==> src/rtl/sarctl_map.svh <==
// Register offsets, field positions, reset values and timing counts of the converter control.
`ifndef SARCTL_MAP_SVH
`define SARCTL_MAP_SVH

// ==========================================================
// Register byte offsets
`define SARCTL_CTRL_OFF 8'h00
`define SARCTL_PSEL_OFF 8'h04
`define SARCTL_NSEL_OFF 8'h08
`define SARCTL_STAT_OFF 8'h0C
`define SARCTL_DATA_OFF 8'h10
`define SARCTL_IRQS_OFF 8'h14
`define SARCTL_IMSK_OFF 8'h18

// ==========================================================
// Control register fields
`define SARCTL_CTRL_TYPE_LSB 0
`define SARCTL_CTRL_MODE_LSB 3
`define SARCTL_CTRL_PWR_BIT 5
`define SARCTL_CTRL_BUSYEN_BIT 6
`define SARCTL_CTRL_EN_BIT 7
`define SARCTL_CTRL_RST 8'h00
`define SARCTL_SEL_RST 8'h00

// ==========================================================
// Timing
`define SARCTL_ACQ_NS 200
`define SARCTL_CLK_NS 10
`define SARCTL_ACQ_CYC ((`SARCTL_ACQ_NS + `SARCTL_CLK_NS - 1) / `SARCTL_CLK_NS)

`endif

==> src/rtl/sarctl_pkg.sv <==
// Types shared by the converter control block.
package sarctl_pkg;

    typedef enum logic [2:0] {
        SARCTL_TRIG_PIN = 3'h0,
        SARCTL_TRIG_TMR1 = 3'h1,
        SARCTL_TRIG_TMR0 = 3'h2,
        SARCTL_TRIG_SINGLE = 3'h3,
        SARCTL_TRIG_CONT = 3'h4,
        SARCTL_TRIG_PLA = 3'h5
    } sarctl_trig_type;

    typedef enum logic [1:0] {
        SARCTL_MODE_SE = 2'h0,
        SARCTL_MODE_DIFF = 2'h1,
        SARCTL_MODE_PSEUDO = 2'h2
    } sarctl_mode_type;

    typedef enum {SARCTL_IDLE, SARCTL_ACQ, SARCTL_CONV, SARCTL_DONE} sarctl_state_type;

    // Analog switch controls toward the front end
    typedef struct packed {
        logic inputs_connected;
        logic comparator_balance;
        logic neg_to_pin;
        logic neg_to_ref;
        logic neg_to_gnd;
        logic [4:0] pos_channel;
        logic [4:0] neg_channel;
    } sarctl_switch_type;

endpackage

==> src/rtl/sarctl_top.sv <==
// SAR converter control: trigger select, channel select, phase sequencing, AXI4-Lite registers.
//
// The placing of the registers and register access over AXI4-Lite were decided locally.
`timescale 1ns/1ps
`include "sarctl_map.svh"

module sarctl_top
    import sarctl_pkg::*;
#(
    parameter int RES_BITS = 12,
    parameter int ACQ_CYCLES = `SARCTL_ACQ_CYC
) (
    input wire logic aclk,
    input wire logic aresetn,
    input wire logic [7:0] s_axi_awaddr,
    input wire logic s_axi_awvalid,
    output logic s_axi_awready,
    input wire logic [31:0] s_axi_wdata,
    input wire logic [3:0] s_axi_wstrb,
    input wire logic s_axi_wvalid,
    output logic s_axi_wready,
    output logic [1:0] s_axi_bresp,
    output logic s_axi_bvalid,
    input wire logic s_axi_bready,
    input wire logic [7:0] s_axi_araddr,
    input wire logic s_axi_arvalid,
    output logic s_axi_arready,
    output logic [31:0] s_axi_rdata,
    output logic [1:0] s_axi_rresp,
    output logic s_axi_rvalid,
    input wire logic s_axi_rready,
    input wire logic external_start_pin,
    input wire logic timer1_overflow,
    input wire logic timer0_overflow,
    input wire logic programmable_logic_array_trigger,
    input wire logic comparator_out,
    output sarctl_switch_type switch_ctrl,
    output logic [RES_BITS-1:0] dac_code,
    output logic conversion_in_progress_pin,
    output logic irq
);

    // Result layout and 8-bit acquisition counter limit what can be served
    if (RES_BITS != 12 || ACQ_CYCLES < 1 || ACQ_CYCLES > 255) begin
        $error("sarctl_top: unsupported parameters");
    end

    // ==========================================================
    // State
    typedef struct packed {
        logic [7:0] ctrl;
        logic [7:0] psel;
        logic [7:0] nsel;
        logic ready;
        logic ready_mask;
        logic [31:0] result;
        sarctl_state_type st;
        logic [7:0] acq_cnt;
        logic [3:0] bit_idx;
        logic [RES_BITS-1:0] sar;
        logic [RES_BITS-1:0] dac;
        logic single_req;
        logic [2:0] pin_sync;
        logic pin_level;
        logic awv;
        logic [7:0] awaddr;
        logic wv;
        logic [31:0] wdata;
        logic [3:0] wstrb;
        logic awready;
        logic wready;
        logic bvalid;
        logic arready;
        logic rvalid;
        logic [31:0] rdata;
        logic [1:0] rresp;
        logic [1:0] bresp;
        sarctl_switch_type sw;
        logic busy_pin;
        logic irq;
    } sarctl_regs_type;

    sarctl_regs_type r_reg, r_next;

    // ==========================================================
    // Helpers
    function automatic logic trig_ok(input logic [2:0] t);
        trig_ok = (t <= 3'h5);
    endfunction

    function automatic logic pos_ok(input logic [4:0] c);
        pos_ok = (c <= 5'h13);
    endfunction

    function automatic logic neg_ok(input logic [4:0] c);
        neg_ok = (c <= 5'h10);
    endfunction

    function automatic logic [7:0] wmerge(input logic [7:0] old, input logic [31:0] d,
                                          input logic [3:0] s);
        wmerge = s[0] ? d[7:0] : old;
    endfunction

    logic [2:0] trig_type;
    logic [1:0] mode;
    logic cfg_ok;
    logic start_evt;
    logic pin_rise;

    assign trig_type = r_reg.ctrl[`SARCTL_CTRL_TYPE_LSB +: 3];
    assign mode = r_reg.ctrl[`SARCTL_CTRL_MODE_LSB +: 2];
    assign cfg_ok = trig_ok(trig_type) && pos_ok(r_reg.psel[4:0]) && neg_ok(r_reg.nsel[4:0])
        && (mode != 2'h3) && r_reg.ctrl[`SARCTL_CTRL_EN_BIT] && r_reg.ctrl[`SARCTL_CTRL_PWR_BIT];
    // Pin edge counts once stages two and three agree
    assign pin_rise = (r_reg.pin_sync[2:1] == 2'b11) && !r_reg.pin_level;

    always_comb begin
        case (trig_type)
            SARCTL_TRIG_PIN: start_evt = pin_rise;
            SARCTL_TRIG_TMR1: start_evt = timer1_overflow;
            SARCTL_TRIG_TMR0: start_evt = timer0_overflow;
            SARCTL_TRIG_SINGLE: start_evt = r_reg.single_req;
            SARCTL_TRIG_CONT: start_evt = 1'b1;
            SARCTL_TRIG_PLA: start_evt = programmable_logic_array_trigger;
            default: start_evt = 1'b0;
        endcase
    end

    // ==========================================================
    // Next state
    always_comb begin
        logic do_write;
        logic do_read;
        logic rd_result;
        logic ready_set;
        logic [RES_BITS-1:0] trial;
        logic [RES_BITS-1:0] code;
        do_write = 1'b0;
        do_read = 1'b0;
        rd_result = 1'b0;
        ready_set = 1'b0;
        trial = '0;
        code = '0;
        r_next = r_reg;

        r_next.pin_sync = {r_reg.pin_sync[1:0], external_start_pin};
        if (r_reg.pin_sync[2] == r_reg.pin_sync[1]) begin
            r_next.pin_level = r_reg.pin_sync[2];
        end

        // AXI write channels, accepted in either order
        r_next.awready = !r_reg.awv && !r_reg.bvalid;
        r_next.wready = !r_reg.wv && !r_reg.bvalid;
        if (s_axi_awvalid && r_reg.awready) begin
            r_next.awv = 1'b1;
            r_next.awaddr = s_axi_awaddr;
            r_next.awready = 1'b0;
        end
        if (s_axi_wvalid && r_reg.wready) begin
            r_next.wv = 1'b1;
            r_next.wdata = s_axi_wdata;
            r_next.wstrb = s_axi_wstrb;
            r_next.wready = 1'b0;
        end
        if (r_reg.awv && r_reg.wv && !r_reg.bvalid) begin
            do_write = 1'b1;
            r_next.awv = 1'b0;
            r_next.wv = 1'b0;
            r_next.bvalid = 1'b1;
            r_next.bresp = 2'b00;
        end
        if (r_reg.bvalid && s_axi_bready) begin
            r_next.bvalid = 1'b0;
        end

        // AXI read channel
        r_next.arready = !r_reg.rvalid && !r_reg.arready;
        if (s_axi_arvalid && r_reg.arready) begin
            do_read = 1'b1;
            r_next.arready = 1'b0;
            r_next.rvalid = 1'b1;
            r_next.rresp = 2'b00;
            if (s_axi_araddr == `SARCTL_CTRL_OFF) begin
                r_next.rdata = {24'h000000, r_reg.ctrl};
            end else if (s_axi_araddr == `SARCTL_PSEL_OFF) begin
                r_next.rdata = {24'h000000, r_reg.psel};
            end else if (s_axi_araddr == `SARCTL_NSEL_OFF) begin
                r_next.rdata = {24'h000000, r_reg.nsel};
            end else if (s_axi_araddr == `SARCTL_STAT_OFF) begin
                r_next.rdata = {30'h00000000, r_reg.st != SARCTL_IDLE, r_reg.ready};
            end else if (s_axi_araddr == `SARCTL_DATA_OFF) begin
                r_next.rdata = r_reg.result;
                rd_result = 1'b1;
            end else if (s_axi_araddr == `SARCTL_IRQS_OFF) begin
                r_next.rdata = {31'h00000000, r_reg.ready};
            end else if (s_axi_araddr == `SARCTL_IMSK_OFF) begin
                r_next.rdata = {31'h00000000, r_reg.ready_mask};
            end else begin
                r_next.rdata = 32'h00000000;
                r_next.rresp = 2'b10;
            end
        end
        if (r_reg.rvalid && s_axi_rready) begin
            r_next.rvalid = 1'b0;
        end

        if (do_write) begin
            if (r_reg.awaddr == `SARCTL_CTRL_OFF) begin
                r_next.ctrl = wmerge(r_reg.ctrl, r_reg.wdata, r_reg.wstrb);
                // Writing type 011 arms one software conversion
                if (r_reg.wstrb[0] && r_reg.wdata[2:0] == 3'h3) begin
                    r_next.single_req = 1'b1;
                end
            end else if (r_reg.awaddr == `SARCTL_PSEL_OFF) begin
                r_next.psel = wmerge(r_reg.psel, r_reg.wdata, r_reg.wstrb);
            end else if (r_reg.awaddr == `SARCTL_NSEL_OFF) begin
                r_next.nsel = wmerge(r_reg.nsel, r_reg.wdata, r_reg.wstrb);
            end else if (r_reg.awaddr == `SARCTL_IRQS_OFF) begin
                if (r_reg.wstrb[0] && r_reg.wdata[0]) begin
                    r_next.ready = 1'b0;
                end
            end else if (r_reg.awaddr == `SARCTL_IMSK_OFF) begin
                if (r_reg.wstrb[0]) begin
                    r_next.ready_mask = r_reg.wdata[0];
                end
            end else begin
                r_next.bresp = 2'b10;
            end
        end
        if (rd_result) begin
            r_next.ready = 1'b0;
        end

        // Conversion sequencer
        trial = r_reg.sar | (RES_BITS'(1) << r_reg.bit_idx);
        case (r_reg.st)
            SARCTL_IDLE: begin
                if (cfg_ok && start_evt) begin
                    r_next.st = SARCTL_ACQ;
                    r_next.acq_cnt = '0;
                    r_next.single_req = 1'b0;
                end
            end
            SARCTL_ACQ: begin
                if (!cfg_ok) begin
                    r_next.st = SARCTL_IDLE;
                end else if (r_reg.acq_cnt == 8'(ACQ_CYCLES - 1)) begin
                    r_next.st = SARCTL_CONV;
                    r_next.bit_idx = 4'(RES_BITS - 1);
                    r_next.sar = '0;
                end else begin
                    r_next.acq_cnt = r_reg.acq_cnt + 8'h01;
                end
            end
            SARCTL_CONV: begin
                // Comparator high keeps the trial bit
                if (comparator_out) begin
                    r_next.sar = trial;
                end
                if (r_reg.bit_idx == 4'h0) begin
                    r_next.st = SARCTL_DONE;
                end else begin
                    r_next.bit_idx = r_reg.bit_idx - 4'h1;
                end
            end
            SARCTL_DONE: begin
                code = r_reg.sar;
                if (mode == SARCTL_MODE_DIFF) begin
                    // Offset binary to two's complement
                    code[RES_BITS-1] = ~code[RES_BITS-1];
                    r_next.result = {{4{code[RES_BITS-1]}}, code, 16'h0000};
                end else begin
                    r_next.result = {4'h0, code, 16'h0000};
                end
                ready_set = 1'b1;
                r_next.st = SARCTL_IDLE;
            end
            default: r_next.st = SARCTL_IDLE;
        endcase
        // A finishing conversion wins over a clear in the same cycle
        if (ready_set) begin
            r_next.ready = 1'b1;
        end

        // Analog switch steering for the phase being entered
        r_next.sw = '0;
        r_next.sw.pos_channel = r_reg.psel[4:0];
        r_next.sw.neg_channel = r_reg.nsel[4:0];
        r_next.sw.neg_to_gnd = (mode == SARCTL_MODE_SE);
        if (r_next.st == SARCTL_ACQ) begin
            r_next.sw.inputs_connected = 1'b1;
            r_next.sw.comparator_balance = 1'b1;
            r_next.sw.neg_to_pin = (mode == SARCTL_MODE_DIFF)
                || (mode == SARCTL_MODE_PSEUDO);
        end else if (r_next.st == SARCTL_CONV) begin
            r_next.sw.inputs_connected = 1'b0;
            r_next.sw.neg_to_ref = (mode == SARCTL_MODE_PSEUDO);
        end
        r_next.busy_pin = r_reg.ctrl[`SARCTL_CTRL_BUSYEN_BIT]
            && (r_next.st == SARCTL_CONV || r_next.st == SARCTL_DONE);
        // Trial code registered so it stands for the whole comparator cycle
        r_next.dac = r_next.sar | (RES_BITS'(1) << r_next.bit_idx);
        r_next.irq = r_next.ready && r_next.ready_mask;
    end

    // ==========================================================
    // Registers
    always_ff @(posedge aclk) begin
        if (!aresetn) begin
            r_reg <= '0;
            r_reg.ctrl <= `SARCTL_CTRL_RST;
            r_reg.psel <= `SARCTL_SEL_RST;
            r_reg.nsel <= `SARCTL_SEL_RST;
            r_reg.st <= SARCTL_IDLE;
        end else begin
            r_reg <= r_next;
        end
    end

    assign s_axi_awready = r_reg.awready;
    assign s_axi_wready = r_reg.wready;
    assign s_axi_bresp = r_reg.bresp;
    assign s_axi_bvalid = r_reg.bvalid;
    assign s_axi_arready = r_reg.arready;
    assign s_axi_rdata = r_reg.rdata;
    assign s_axi_rresp = r_reg.rresp;
    assign s_axi_rvalid = r_reg.rvalid;
    assign switch_ctrl = r_reg.sw;
    assign dac_code = r_reg.dac;
    assign conversion_in_progress_pin = r_reg.busy_pin;
    assign irq = r_reg.irq;

endmodule

==> config.mk <==
export PLATFORM = sky130hd
export DESIGN_NAME = sarctl_top
export DESIGN_NICKNAME = d
export VERILOG_FILES = /design/src/rtl/sarctl_pkg.sv /design/src/rtl/sarctl_top.sv
export VERILOG_INCLUDE_DIRS = /design/src /design/src/rtl
export SDC_FILE = /design/constraint.sdc
export NUM_CORES = 1
export LEC_CHECK = 0
export ABC_AREA = 1
export ABC_CLOCK_PERIOD_IN_PS = 1500
export BUFFER_PORTS_ARGS = -buffer_cell sky130_fd_sc_hd__buf_2
export CORE_MARGIN = 2
export CORE_UTILIZATION = 50
export CTS_CLUSTER_SIZE = 24
export DETAILED_ROUTE_END_ITERATION = 10
export GPL_TIMING_DRIVEN = 0
export PLACE_DENSITY_LB_ADDON = 0.25
export SYNTH_ARGS = -nofsm -noshare
export SYNTH_HDL_FRONTEND = slang
export SYNTH_SLANG_ARGS = --single-unit
==> constraint.sdc <==
create_clock -name aclk -period 1.5 [get_ports aclk]
set_input_delay 0.225 -clock aclk [delete_from_list [all_inputs] [get_ports aclk]]
set_output_delay 0.225 -clock aclk [all_outputs]
set_load 0.01 [all_outputs]
Word level (Yosys, flattened, before mapping) --
Cells that the tools add are included. Widths: inputs -> output; s select.
Cells by class: add/subtract/negate cells 2, multiply operators 0, div/mod/pow operators 0, $lt $le $gt $ge 3, equal/unequal tests 31, shifts and indexed selects 2, muxes and demuxes 61, bitwise gates (word level) 7, reductions and logical operators 49
Operators with widths (count):
- $mux 32 | 9
- $eq 32x2->1 const B | 3
- $pmux 32 s3 | 1
- $eq 32x3->1 const B | 2
- $eq 8x5->1 const B | 6
- $mux 40 | 1
- $mux 2 | 19
- $eq 32x1->1 const B | 1
- $logic_not 32->1 | 1
- $pmux 16 s2 | 1
- $reduce_bool 32->1 | 1
- $eq 8x4->1 const B | 3
- $mux 24 | 1
- $or 12x12->12 | 2
- $shl 1x4->12 const A | 2
- $mux 1 | 23
- $logic_and 1x1->1 | 21
- $eq 8x3->1 const B | 2
- $logic_not 8->1 | 2
- $mux 16 | 1
- $pmux 8 s2 | 1
- $mux 12 | 1
- $reduce_or 2->1 | 6
- $le 5x5->1 const B | 2
- 25 further kinds | 43
Word-level totals: flip-flop bits (word level) 208, bits in latches 0, RAM bits 0, memory bits (read-only) 0, memories kept 0

Logic depth before layout (Yosys ltp) --
Gate-level depths: netlist (run 1).
depth in word-level cells 12, depth in mapped cells 14, depth with buffers taken out 14

Worst setup path after synthesis (run 1) --
OpenSTA, ideal clock, no wires.
path kind flip-flop to flip-flop, start register r_reg, in the netlist mode[0], end register r_reg, in the netlist dac_code[10], arrival 1.498 ns, required time 1.380 ns, setup slack -0.118 ns, stages on the path, launching flop included 12, path buffers 0, cells stage by stage dfxtp_1 ha_1 nor2_1 nand2_1 nor2_1 nand2_2 nor2_1 nand2_1 nand2_1 inv_1 o21ai_0 nand2_1
On the way: cells in the longest elaborated chain, start to end 8
Ends and longest elaborated chain:
- start: declaration | line sarctl_top.sv:83 | sarctl_regs_type r_reg, r_next;
- start signal: assignment | line sarctl_top.sv:316 | r_reg <= r_next;
- $ne 2x2->1 * | line sarctl_top.sv:113 | && (mode != 2'h3) && r_reg.ctrl[`SARCTL_CTRL_EN_BIT] && r_reg.ctrl[`SARCTL_CTRL_PWR_BIT];
- $logic_and 1x1->1 * | line sarctl_top.sv:113
- $logic_and 1x1->1 * (2 in a row) | line sarctl_top.sv:112 | assign cfg_ok = trig_ok(trig_type) && pos_ok(r_reg.psel[4:0]) && neg_ok(r_reg.nsel[4:0])
- $mux 24 * | line sarctl_top.sv:245 | if (!cfg_ok) begin
- $pmux 16 s2 * | line sarctl_top.sv:236 | case (r_reg.st)
- $shl 1x4->12 | line sarctl_top.sv:302 | r_next.dac = r_next.sar | (RES_BITS'(1) << r_next.bit_idx);
- $or 12x12->12 * | line sarctl_top.sv:302
Mark *: on every way between the ends. The rest lies on a longest branch, timed or not. The select of a mux whose other input is x is not followed. A chain may end at the register's enable or synchronous reset.

Worst setup path after layout (run 1) --
start register r_reg[146] (netlist bit), end register r_reg, in the netlist dac_code[6]
On the way: cells in the longest elaborated chain, start to end 4, elaborated cells on any way between the ends 5, those cells by class 2 x eq/ne; 1 x shift; 1 x mux; 1 x bitwise
Ends and longest elaborated chain (line):
- $eq 32x2->1 / $eq 32x1->1 (equally long branches) | sarctl_top.sv:236
- $pmux 16 s2 * | sarctl_top.sv:236
- $shl 1x4->12 | sarctl_top.sv:302
- $or 12x12->12 * | sarctl_top.sv:302
Mark *: on every way between the ends. The rest lies on a longest branch, timed or not.

==> qor.txt, run 1 <==
Status: finished with violations
Violated checks: negative setup slack
CTS H-tree lvls: 4
Gr ovfl total: 0
Minimum clock period after layout: 1.85 ns
Hold violation total from the final report: 0
Final setup vio count: 58
Clk Latency, worst-skew pair: 0.44 ns
Worst EP required: 1.86 ns
Core ar.: 14600 um^2
Arr. time, crit path: 2.21 ns
Clock Root Buffer: clkbuf_16
Ant diodes: 0
Most instantiated cells after synthesis: 176 x dfxtp_1, 168 x nand2_1, 105 x inv_1, 85 x a21oi_1, 83 x nor2_1
Post-route ant nets: 0
CTS Buffer Depth: 2
Utilization after layout: 0.710
IO Port Bufs: 96
Post-synth EDFFs: 0
Vias: 7109
HPWL Detailed: 12700 um
Startpoint types: register
Clock slew at reported path FFs: 0.07 ns
P&R area growth vs syn: 38.2%
Synth warnings: 0
Initial Utilization: 0.514
CTS Buf Count: 17
Initial DRT Pass Iterations: 8
Largest cells by area after synthesis: dfxtp_1 47%, nand2_1 8.4%, buf_4 6.5%
Post-synthesis cell area: 7520 um^2
Max_slew headroom: 0.489
# IOs: 134
DP Worst Slack: -0.541 ns
CTS tree: built
1st-iter DRT viols: 567
Count leader, synth: dfxtp_1
First-pass GRT wire length: 30400 um
Pwr/cell area: 947 nW/um^2
Largest net degree at the start of global routing: 18
Unrepaired setup endpoints after global routing: true
Initial antenna violation count: 0
Crit-path max FO: 7
Die height: 127 um
Gr usage total: 0.239
CP Class: register to register
Fin Clk Skew: 0.00979 ns
Yosys top cell by area: dfxtp_1
Post-synth ARST share: 0
Die width: 127 um
Residual DRC: 0
Least-Margin Pin Slew: 0.766 ns
Final WL: 20900 um
Max-Cap Viols: 0
Wirelength per Cell: 15.4 um
Final GP Congestion: 0.901
Vias in the first global route: 6263
Max FFs per register: 105
Leak: 4.72 nW
Setup WS post-layout: -0.353 ns
Hold Path Class: input pin to register
Crit path capture type: register
Drt via density: 5.22
Cell variety after synth: 39
Seq/Total Area, Yosys: 0.468
Register bit total from synthesis: 176
Clock sinks: 176
Syn Inst Count: 954
Share of layout cells above drive strength 1: 0.409
Share of the synthesized area in the top cell type: 0.468
Syn_area_per_cell: 7.89 um^2
Std-Cell Rows: 44
Tcrit/Tclk final: 1.24
Max Clk Rate: 540 MHz
Max VDD drop: 0.813 mV
Die area: 16000 um^2
Fin. max-slew vios: 0
Layout Nets: 1242
Top_reg_cell synth: dfxtp_1
-- final cells by class --
class                           count  area [um^2]
Clock inverter                     14          150
Timing Repair Buffer              153         1020
Inverter                          116          448
Buffer                             89          629
Tap cell                          184          230
Timing Repair inverter              1         7.51
Multi-Input combinational cell    611         3930
Clock buffer                       18          439
Sequential cell                   176         3550
Fill cell                        1063         4240
-- cells in the final DEF (no fill, tap or decap), types with 30 or more instances in the layout --
cell       n
dfxtp_1  159
nand2_1  135
buf_2    101
inv_1     97
buf_4     97
a21oi_1   70
nor2_1    47
o21ai_0   46
conb_1    39
nor2_4    34
nand2_2   31
nand3_1   30
-- metal layers --
| layer | GRT usage | vias up | routed length [um] |
|---|---|---|---|
| met5 | 0 | - | 0 |
| met4 | 0.105 | 0 | 894 |
| met3 | 0.0434 | 73 | 1420 |
| met2 | 0.388 | 335 | 9870 |
| met1 | 0.312 | 3298 | 8760 |
| li1 | - | 3403 | - |
-- critical path: stages (launching register included) --
cell	delay, ns
dfxtp_4	0.38
inv_2	0.06
nor2_1	0.10
nand2_1	0.11
nor2_4	0.14
buf_12	0.12
nand2_8	0.04
a21oi_4	0.23
inv_2	0.09
nand2_2	0.09
nand2_4	0.11
inv_2	0.11
nand2_4	0.06
o21bai_4	0.13
-- cell families after synthesis --
| kind of cell | after synthesis | synth area share |
|---|---|---|
| DFF | 176 | 0.468 |
| adders and majority gates | 13 | 0.0216 |
| buffers and inverters | 205 | 0.136 |
| AOI/OAI and AO/OA | 180 | 0.131 |
| other | 1 | 0.000498 |
| xor gates and xnor gates | 7 | 0.00815 |
| and+or+nand+nor | 372 | 0.234 |
-- stage by stage --
| step | instance area (um^2) | hold WS (ns) | TNS [ns] | instances | total power [mW] |
|---|---|---|---|---|---|
| CTS | 9650 | 0.0494 | -8.65 | 1329 | 9.75 |
| detailed placement | 8440 | 0.403 | -34.02 | 1272 | 5.44 |
| global route | 10400 | 0.0729 | -19.48 | 1362 | 10.1 |
| floorplan | 7730 | 0.319 | -0.161 | 992 | 5.26 |
| finish | 10400 | 0.0607 | -14.19 | 1362 | 9.85 |
| global placement | 8440 | 0.395 | -31.80 | 1272 | 5.44 |
-- power breakdown --
group | total, mW | internal [mW] | leakage [nW] | switching, mW
logic | 0.614 | 0.226 | 2.99 | 0.388
registers | 4.85 | 4.78 | 1.44 | 0.0690
clock network | 4.39 | 2.39 | 0.284 | 2.00
-- timing repair --
action | CTS | global route
pin swaps | 45 | 50
hold buffers | 3 | 0
endpoints found under the hold margin | 3 | 0
gates resized for setup | 125 | 142
cloned | 3 | 2
endpoints found under the setup margin | 102 | 105
buffers inserted | 19 | 33
-- worst paths after layout --
check,start,endpoint,slack [ns],depth (start not counted)
setup / recovery,r_reg[146]$_SDFF_PN0_,dac_code[6]$_SDFF_PN0_,-0.35,13
hold / removal,s_axi_wdata[5],r_reg[67]$_SDFFE_PN0P_,0.06,3
setup reg to reg,r_reg[146]$_SDFF_PN0_,dac_code[6]$_SDFF_PN0_,-0.35,13
hold reg to reg,r_next[106]$_SDFF_PN0_,r_next[107]$_SDFF_PN0_,0.42,2
Power figures use the tool's default switching activity.
==> inputs of run 2 (changes only) <==
--- a/config.mk
+++ b/config.mk
@@ -6,11 +6,10 @@
 export SDC_FILE = /design/constraint.sdc
 export NUM_CORES = 1
 export LEC_CHECK = 0
-export ABC_AREA = 1
 export ABC_CLOCK_PERIOD_IN_PS = 1500
 export BUFFER_PORTS_ARGS = -buffer_cell sky130_fd_sc_hd__buf_2
 export CORE_MARGIN = 2
-export CORE_UTILIZATION = 50
+export CORE_UTILIZATION = 49
 export CTS_CLUSTER_SIZE = 24
 export DETAILED_ROUTE_END_ITERATION = 10
 export GPL_TIMING_DRIVEN = 0
==> run 2 against run 1 <==
Effect of this change: the flow still finishes with violations (negative setup slack); worst setup slack worse by 0.40 ns; critical path type unchanged; highest routed layer unchanged; die area is 6.4% lower; first-iteration DRC count is 41% lower; fmax is 18% lower.
==> qor.txt, run 2 <==
Syn_area_per_cell: 9.42 um^2
Finished Cell Area: 9310 um^2
Post-synth ARST share: 0
Startpoint types: register
Share of layout cells above drive strength 1: 0.362
Worst setup startpoint: r_reg[153]$_SDFF_PN0_
Largest net degree at the start of global routing: 17
Clock slew at reported path FFs: 0.06 ns
Final WL: 16800 um
Die width: 123 um
Fin. max-slew vios: 0
Reg2reg setup slack: -0.76 ns
CP Class: register to register
Syn Inst Count: 731
Final setup vio count: 59
Hold violation total from the final report: 0
Initial DRT Pass Iterations: 7
Max VDD drop: 0.750 mV
Register bit total from synthesis: 176
Synth warnings: 0
Post-route ant nets: 0
CTS Buffer Depth: 2
Hold Path Class: input pin to register
Initial antenna violation count: 0
Max-Cap Viols: 0
Tcrit/Tclk final: 1.50
Initial Utilization: 0.498
Clk Latency, worst-skew pair: 0.43 ns
Slowest CP cell: or4b_4
Worst EP required: 1.82 ns
Crit-path max cell delay: 0.60 ns
Crit path capture type: register
Clock Root Buffer: clkbuf_16
Crit. path cell count: 7
CP Cell Sequence: nor4_4 > buf_4 > nand4_4 > or4b_4 > or2_4 > and4_4 > a31o_1
Violated checks: negative setup slack
Yosys top cell by area: dfxtp_1
# IOs: 134
Residual DRC: 0
Core ar.: 13800 um^2
Vias: 5604
R2R Path Start: r_reg[153]$_SDFF_PN0_
Die height: 123 um
Vias in the first global route: 5316
Status: finished with violations
Worst flop-to-flop path endpoint: dac_code[3]$_SDFF_PN0_
Clock sinks: 176
Gr ovfl total: 0
Die area: 15000 um^2
CTS H-tree lvls: 4
Layout Nets: 993
Most frequent cells in the layout: 160 x dfxtp_1, 97 x buf_2, 93 x nand2_1
CTS tree: built
Area post-placement: 7830 um^2
Largest cells by area after synthesis: dfxtp_1 51%, buf_4 7.0%, nand2_1 5.4%
Crit-path max FO: 4
Ant diodes: 0
Max_slew headroom: 0.578
Critical path buffers and inverters: 1
First-pass GRT wire length: 25500 um
Seq/Total Area, Yosys: 0.511
Most instantiated cells after synthesis: 176 x dfxtp_1, 99 x nand2_1, 75 x nor2_1, 64 x buf_4, 52 x a21oi_1
CTS Buf Count: 17
Leak: 4.11 nW
Cell variety after synth: 63
Utilization after layout: 0.674
Unrepaired setup endpoints after global routing: true
Cell Count, Final, Fillers Out: 1107
1st-iter DRT viols: 333
Least-Margin Pin Slew: 0.633 ns
CP endpoint: dac_code[3]$_SDFF_PN0_
Worst reg2reg path depth: 7
Worst hold margin: 0.0328 ns
P&R area growth vs syn: 35.2%
Largest delay contributor family on the critical path: simple AND/OR/NAND/NOR gates
Design Power: 9.54 mW
Wirelength per Cell: 15.1 um
Share of the synthesized area in the top cell type: 0.511
Fin Clk Skew: 0.00642 ns
Drt via density: 5.06
Minimum clock period after layout: 2.26 ns
Setup WS post-layout: -0.755 ns
HPWL Detailed: 10600 um
Max FFs per register: 105
Max Clk Rate: 443 MHz
Gr usage total: 0.219
IO Port Bufs: 96
Post-synth EDFFs: 0
Pwr/cell area: 1020 nW/um^2
Arr. time, crit path: 2.58 ns
Placed insts: 1045
Count leader, synth: dfxtp_1
Top_reg_cell synth: dfxtp_1
Commonest non-fill, non-tap cell in the layout: dfxtp_1
Post-synthesis cell area: 6890 um^2
Final GP Congestion: 0.845
Std-Cell Rows: 43
## run 2: cell types whose count changed after synthesis, moves of 9 or more
cell and delta:
a21oi_1 -33, a22oi_1 +13, and2_1 +24, inv_1 -93, inv_2 -11, mux2i_1 +36, nand2_1 -69, nand2_2 -9
nand3_1 -27, nor2_2 -19, o21ai_0 -57
## run 2: worst min-delay path by stage
stage                                 from                      to  slack, ns  depth (start not counted)
detailed placement  r_next[106]$_SDFF_PN0_  r_next[107]$_SDFF_PN0_       0.43                          1
global placement    r_next[106]$_SDFF_PN0_  r_next[107]$_SDFF_PN0_       0.41                          1
CTS                        s_axi_awaddr[3]  r_reg[98]$_SDFFE_PN0P_       0.02                          3
finish                     s_axi_awaddr[3]  r_reg[98]$_SDFFE_PN0P_       0.03                          3
global route               s_axi_awaddr[0]  r_reg[95]$_SDFFE_PN0P_       0.03                          3
floorplan               external_start_pin  r_next[106]$_SDFF_PN0_       0.35                          1
## run 2: repair_timing
item	in CTS	in global routing
pin swaps	25	27
endpoints found under the setup margin	108	97
buffers inserted	25	8
gates cloned	0	1
hold buffers	1	0
endpoints found under the hold margin	1	0
gates resized for setup	69	71
## run 2: per-layer routing
layer  track usage  up-vias  part of all wire
met5             0        -                 0
met4         0.101        0             0.029
met3        0.0441       37             0.059
met2         0.353      189              0.47
met1         0.284     2606              0.44
li1              -     2772                 -
## run 2: worst reg2reg max path, cell delays in order (launching register included)
cell     delay, ns
dfxtp_2       0.33
nor4_4        0.25
buf_4         0.18
nand4_4       0.14
or4b_4        0.60
or2_4         0.26
and4_4        0.21
a31o_1        0.18
## run 2: area by class of cell
| type | instances | area (um^2) |
|---|---|---|
| Fill cell | 1042 | 4510 |
| Sequential cell | 176 | 3550 |
| Multi-Input combinational cell | 486 | 3450 |
| Timing Repair Buffer | 130 | 827 |
| Buffer | 92 | 653 |
| Clock buffer | 24 | 482 |
| Tap cell | 180 | 225 |
| Clock inverter | 6 | 82.6 |
| Inverter | 13 | 48.8 |
## run 2: kinds of logic (layout without fill, tap and decap cells)
logic type,after synthesis,in the layout,share of synthesized area
and+or+nand+nor,277,277,0.205
DFF,176,176,0.511
AOI/OAI and AO/OA,115,115,0.104
buffers and inverters,107,265,0.0937
muxes,38,38,0.0572
adders and majority gates,13,13,0.0236
xor gates and xnor gates,4,4,0.00508
other,1,39,0.000544
## run 2: metrics by stage
stage	TNS, ns	setup slack [ns]
after detailed placement	-67.81	-0.977
after global placement	-66.69	-0.961
after CTS	-27.23	-0.686
final	-32.40	-0.755
after global routing	-38.77	-0.852
after floorplan	-19.18	-0.568
## run 2: report_power, final
part / internal [mW] / total [mW] / leakage, nW / switching [mW]
clock network: 2.56 / 4.25 / 0.276 / 1.69
logic: 0.184 / 0.440 / 2.40 / 0.256
registers: 4.77 / 4.85 / 1.44 / 0.0821
total: 7.50 / 9.54 / 4.11 / 2.03
==> inputs of run 3 (changes only) <==
--- a/config.mk
+++ b/config.mk
@@ -6,10 +6,11 @@
 export SDC_FILE = /design/constraint.sdc
 export NUM_CORES = 1
 export LEC_CHECK = 0
-export ABC_CLOCK_PERIOD_IN_PS = 1500
+export ABC_CLOCK_PERIOD_IN_PS = 2000
 export BUFFER_PORTS_ARGS = -buffer_cell sky130_fd_sc_hd__buf_2
 export CORE_MARGIN = 2
-export CORE_UTILIZATION = 49
+export CORE_UTILIZATION = 51
+export CTS_BUF_LIST = sky130_fd_sc_hd__clkbuf_4 sky130_fd_sc_hd__clkbuf_8
 export CTS_CLUSTER_SIZE = 24
 export DETAILED_ROUTE_END_ITERATION = 10
 export GPL_TIMING_DRIVEN = 0
==> constraint.sdc (replaced) <==
create_clock -name aclk -period 2 [get_ports aclk]
set_input_delay 0.3 -clock aclk [delete_from_list [all_inputs] [get_ports aclk]]
set_output_delay 0.3 -clock aclk [all_outputs]
set_load 0.01 [all_outputs]
==> run 3 against run 2 <==
Effect of this change: the run still ends with negative setup slack left; routed wire length fell by 6.7%; cell count fell by 0.90%; fmax grew 1.0%; first-iteration DRC count decreased by 9.0%; non-clock buffer count shrank 8; via count fell by 2.4%; clock skew rose by 0.0054 ns; sequential cell count did not move; combinational power down 32%; clock power down 42%; hold slack improved by 0.023 ns; sequential share of layout area rose by 2.6 points; critical endpoint is now dac_code[2]$_SDFF_PN0_; largest power group unchanged.
==> qor.txt, run 3 (synthesized netlist as in run 2, its figures left out) <==
Vias in the first global route: 5090
Arr. time, crit path: 2.59 ns
Initial DRT Pass Iterations: 7
Setup WS post-layout: -0.233 ns
Final GP Congestion: 0.850
Reg2reg setup slack: -0.23 ns
Pwr/cell area: 734 nW/um^2
Largest net degree at the start of global routing: 17
Crit-path max FO: 7
Initial Utilization: 0.520
Worst reg2reg path depth: 7
Clock sinks: 176
Worst hold path depth: 2
Max VDD drop: 0.492 mV
IO Port Bufs: 96
Fin Clk Skew: 0.0118 ns
Leak: 3.89 nW
HPWL Detailed: 10900 um
Clk Latency, worst-skew pair: 0.46 ns
Seq pwr share: 0.567
Layout Nets: 985
Worst flop-to-flop path endpoint: dac_code[2]$_SDFF_PN0_
Initial antenna violation count: 0
Vias: 5469
# IOs: 134
Status: finished with violations
Ant diodes: 0
Internal: 4.89 mW
Max FFs per register: 105
CP Cell Sequence: nor4_4 > nand4_1 > buf_6 > or4b_4 > or2_4 > and4_4 > a31o_1
Utilization after layout: 0.657
Gr ovfl total: 0
Final setup vio count: 25
Slowest CP cell: or4b_4
Comb power frac: 0.047
Crit path capture type: register
Worst EP required: 2.35 ns
R2R Path Start: r_reg[147]$_SDFF_PN0_
CTS Buffer Depth: 2
Hold path start: external_start_pin
Std-Cell Rows: 42
Die width: 120 um
Violated checks: negative setup slack
Post-route ant nets: 0
CTS Buf Count: 17
Reg area: 3540 um^2
CP Class: register to register
Share of layout cells above drive strength 1: 0.308
1st-iter DRT viols: 303
Hold violation total from the final report: 0
Least-Margin Pin Slew: 0.670 ns
Residual DRC: 0
Worst setup startpoint: r_reg[147]$_SDFF_PN0_
Die area: 14500 um^2
Hold Path Class: input pin to register
Max Clk Rate: 448 MHz
Clock Root Buffer: clkbuf_8
Crit-path max cell delay: 0.55 ns
P&R area growth vs syn: 26.3%
Psw: 1.50 mW
CTS tree: built
Commonest non-fill, non-tap cell in the layout: dfxtp_1
Setup tns final: -3.83 ns
Tcrit/Tclk final: 1.12
Area occupied by multi-input gates: 3140 um^2
Unrepaired setup endpoints after global routing: true
Fill count: 1077
Max_slew headroom: 0.553
Most frequent cells in the layout: 166 x dfxtp_1, 97 x nand2_1, 97 x buf_2
Die height: 120 um
Wirelength per Cell: 14.3 um
Max-Cap Viols: 0
Startpoint types: register
Drt via density: 4.99
Fin. max-slew vios: 0
Gr usage total: 0.220
Net Sw Frac: 0.235
Minimum clock period after layout: 2.23 ns
CTS hold repair buffers: 0
Hold worst-path end: r_next[106]$_SDFF_PN0_
Clock power share: 0.386
Largest delay contributor family on the critical path: simple AND/OR/NAND/NOR gates
First-pass GRT wire length: 25000 um
Critical path buffers and inverters: 1
Clock slew at reported path FFs: 0.09 ns
Final WL: 15600 um
Core ar.: 13200 um^2
CTS H-tree lvls: 4
[run 3: cell types whose count changed in the layout (fill, tap and decap cells not counted), moves of 6 or more]
cell,previous run,this run
nor2_4,8,2
dfxtp_1,160,166
clkbuf_8,4,19
dfxtp_2,14,8
nor2_1,59,73
nor2_2,8,0
clkbuf_16,18,0
[run 3: how the worst max path moves through the flow]
stage	depth (start not counted)	endpoint
floorplan	6	dac_code[2]$_SDFF_PN0_
global placement	7	dac_code[9]$_SDFF_PN0_
detailed placement	7	dac_code[9]$_SDFF_PN0_
CTS	7	dac_code[3]$_SDFF_PN0_
global route	7	dac_code[2]$_SDFF_PN0_
finish	7	dac_code[2]$_SDFF_PN0_
[run 3: through the flow]
stage	area, um^2	power (mW)	worst slack (ns)	instances	hold WS [ns]
finish	8700	6.39	-0.233	1097	0.0553
global route	8700	6.63	-0.355	1097	0.0458
CTS	8470	6.40	-0.231	1088	0.0409
detailed placement	7740	3.97	-0.513	1041	0.424
global placement	7740	3.96	-0.483	1041	0.416
floorplan	7040	3.86	-0.0682	769	0.412
[run 3: routing by layer]
| layer | vias to the layer above | part of all wire | routed length (um) | track usage |
|---|---|---|---|---|
| li1 | 2753 | - | - | - |
| met1 | 2528 | 0.44 | 6870 | 0.281 |
| met2 | 152 | 0.49 | 7580 | 0.369 |
| met3 | 36 | 0.048 | 749 | 0.0420 |
| met4 | 0 | 0.027 | 428 | 0.0843 |
| met5 | - | 0 | 0 | 0 |
[run 3: cell type report]
class	instances	share of cell area
Clock inverter	12	0.0155
Timing Repair Buffer	121	0.0831
Inverter	13	0.00561
Multi-Input combinational cell	486	0.361
Buffer	93	0.0718
Tap cell	176	0.0253
Sequential cell	176	0.407
Clock buffer	20	0.0309
[run 3: what timing repair did]
item	CTS	global route
pin swaps	21	18
buffers inserted	15	10
cloned	1	0
gates resized for setup	43	37
setup endpoints to repair	54	63
[run 3: power by group through the flow]
stage,sequential [mW],combinational (mW),clock (mW)
after floorplan,3.69,0.168,0
after global placement,3.70,0.267,0
after detailed placement,3.70,0.271,0
after CTS,3.62,0.291,2.49
after global routing,3.63,0.334,2.66
final,3.62,0.301,2.47
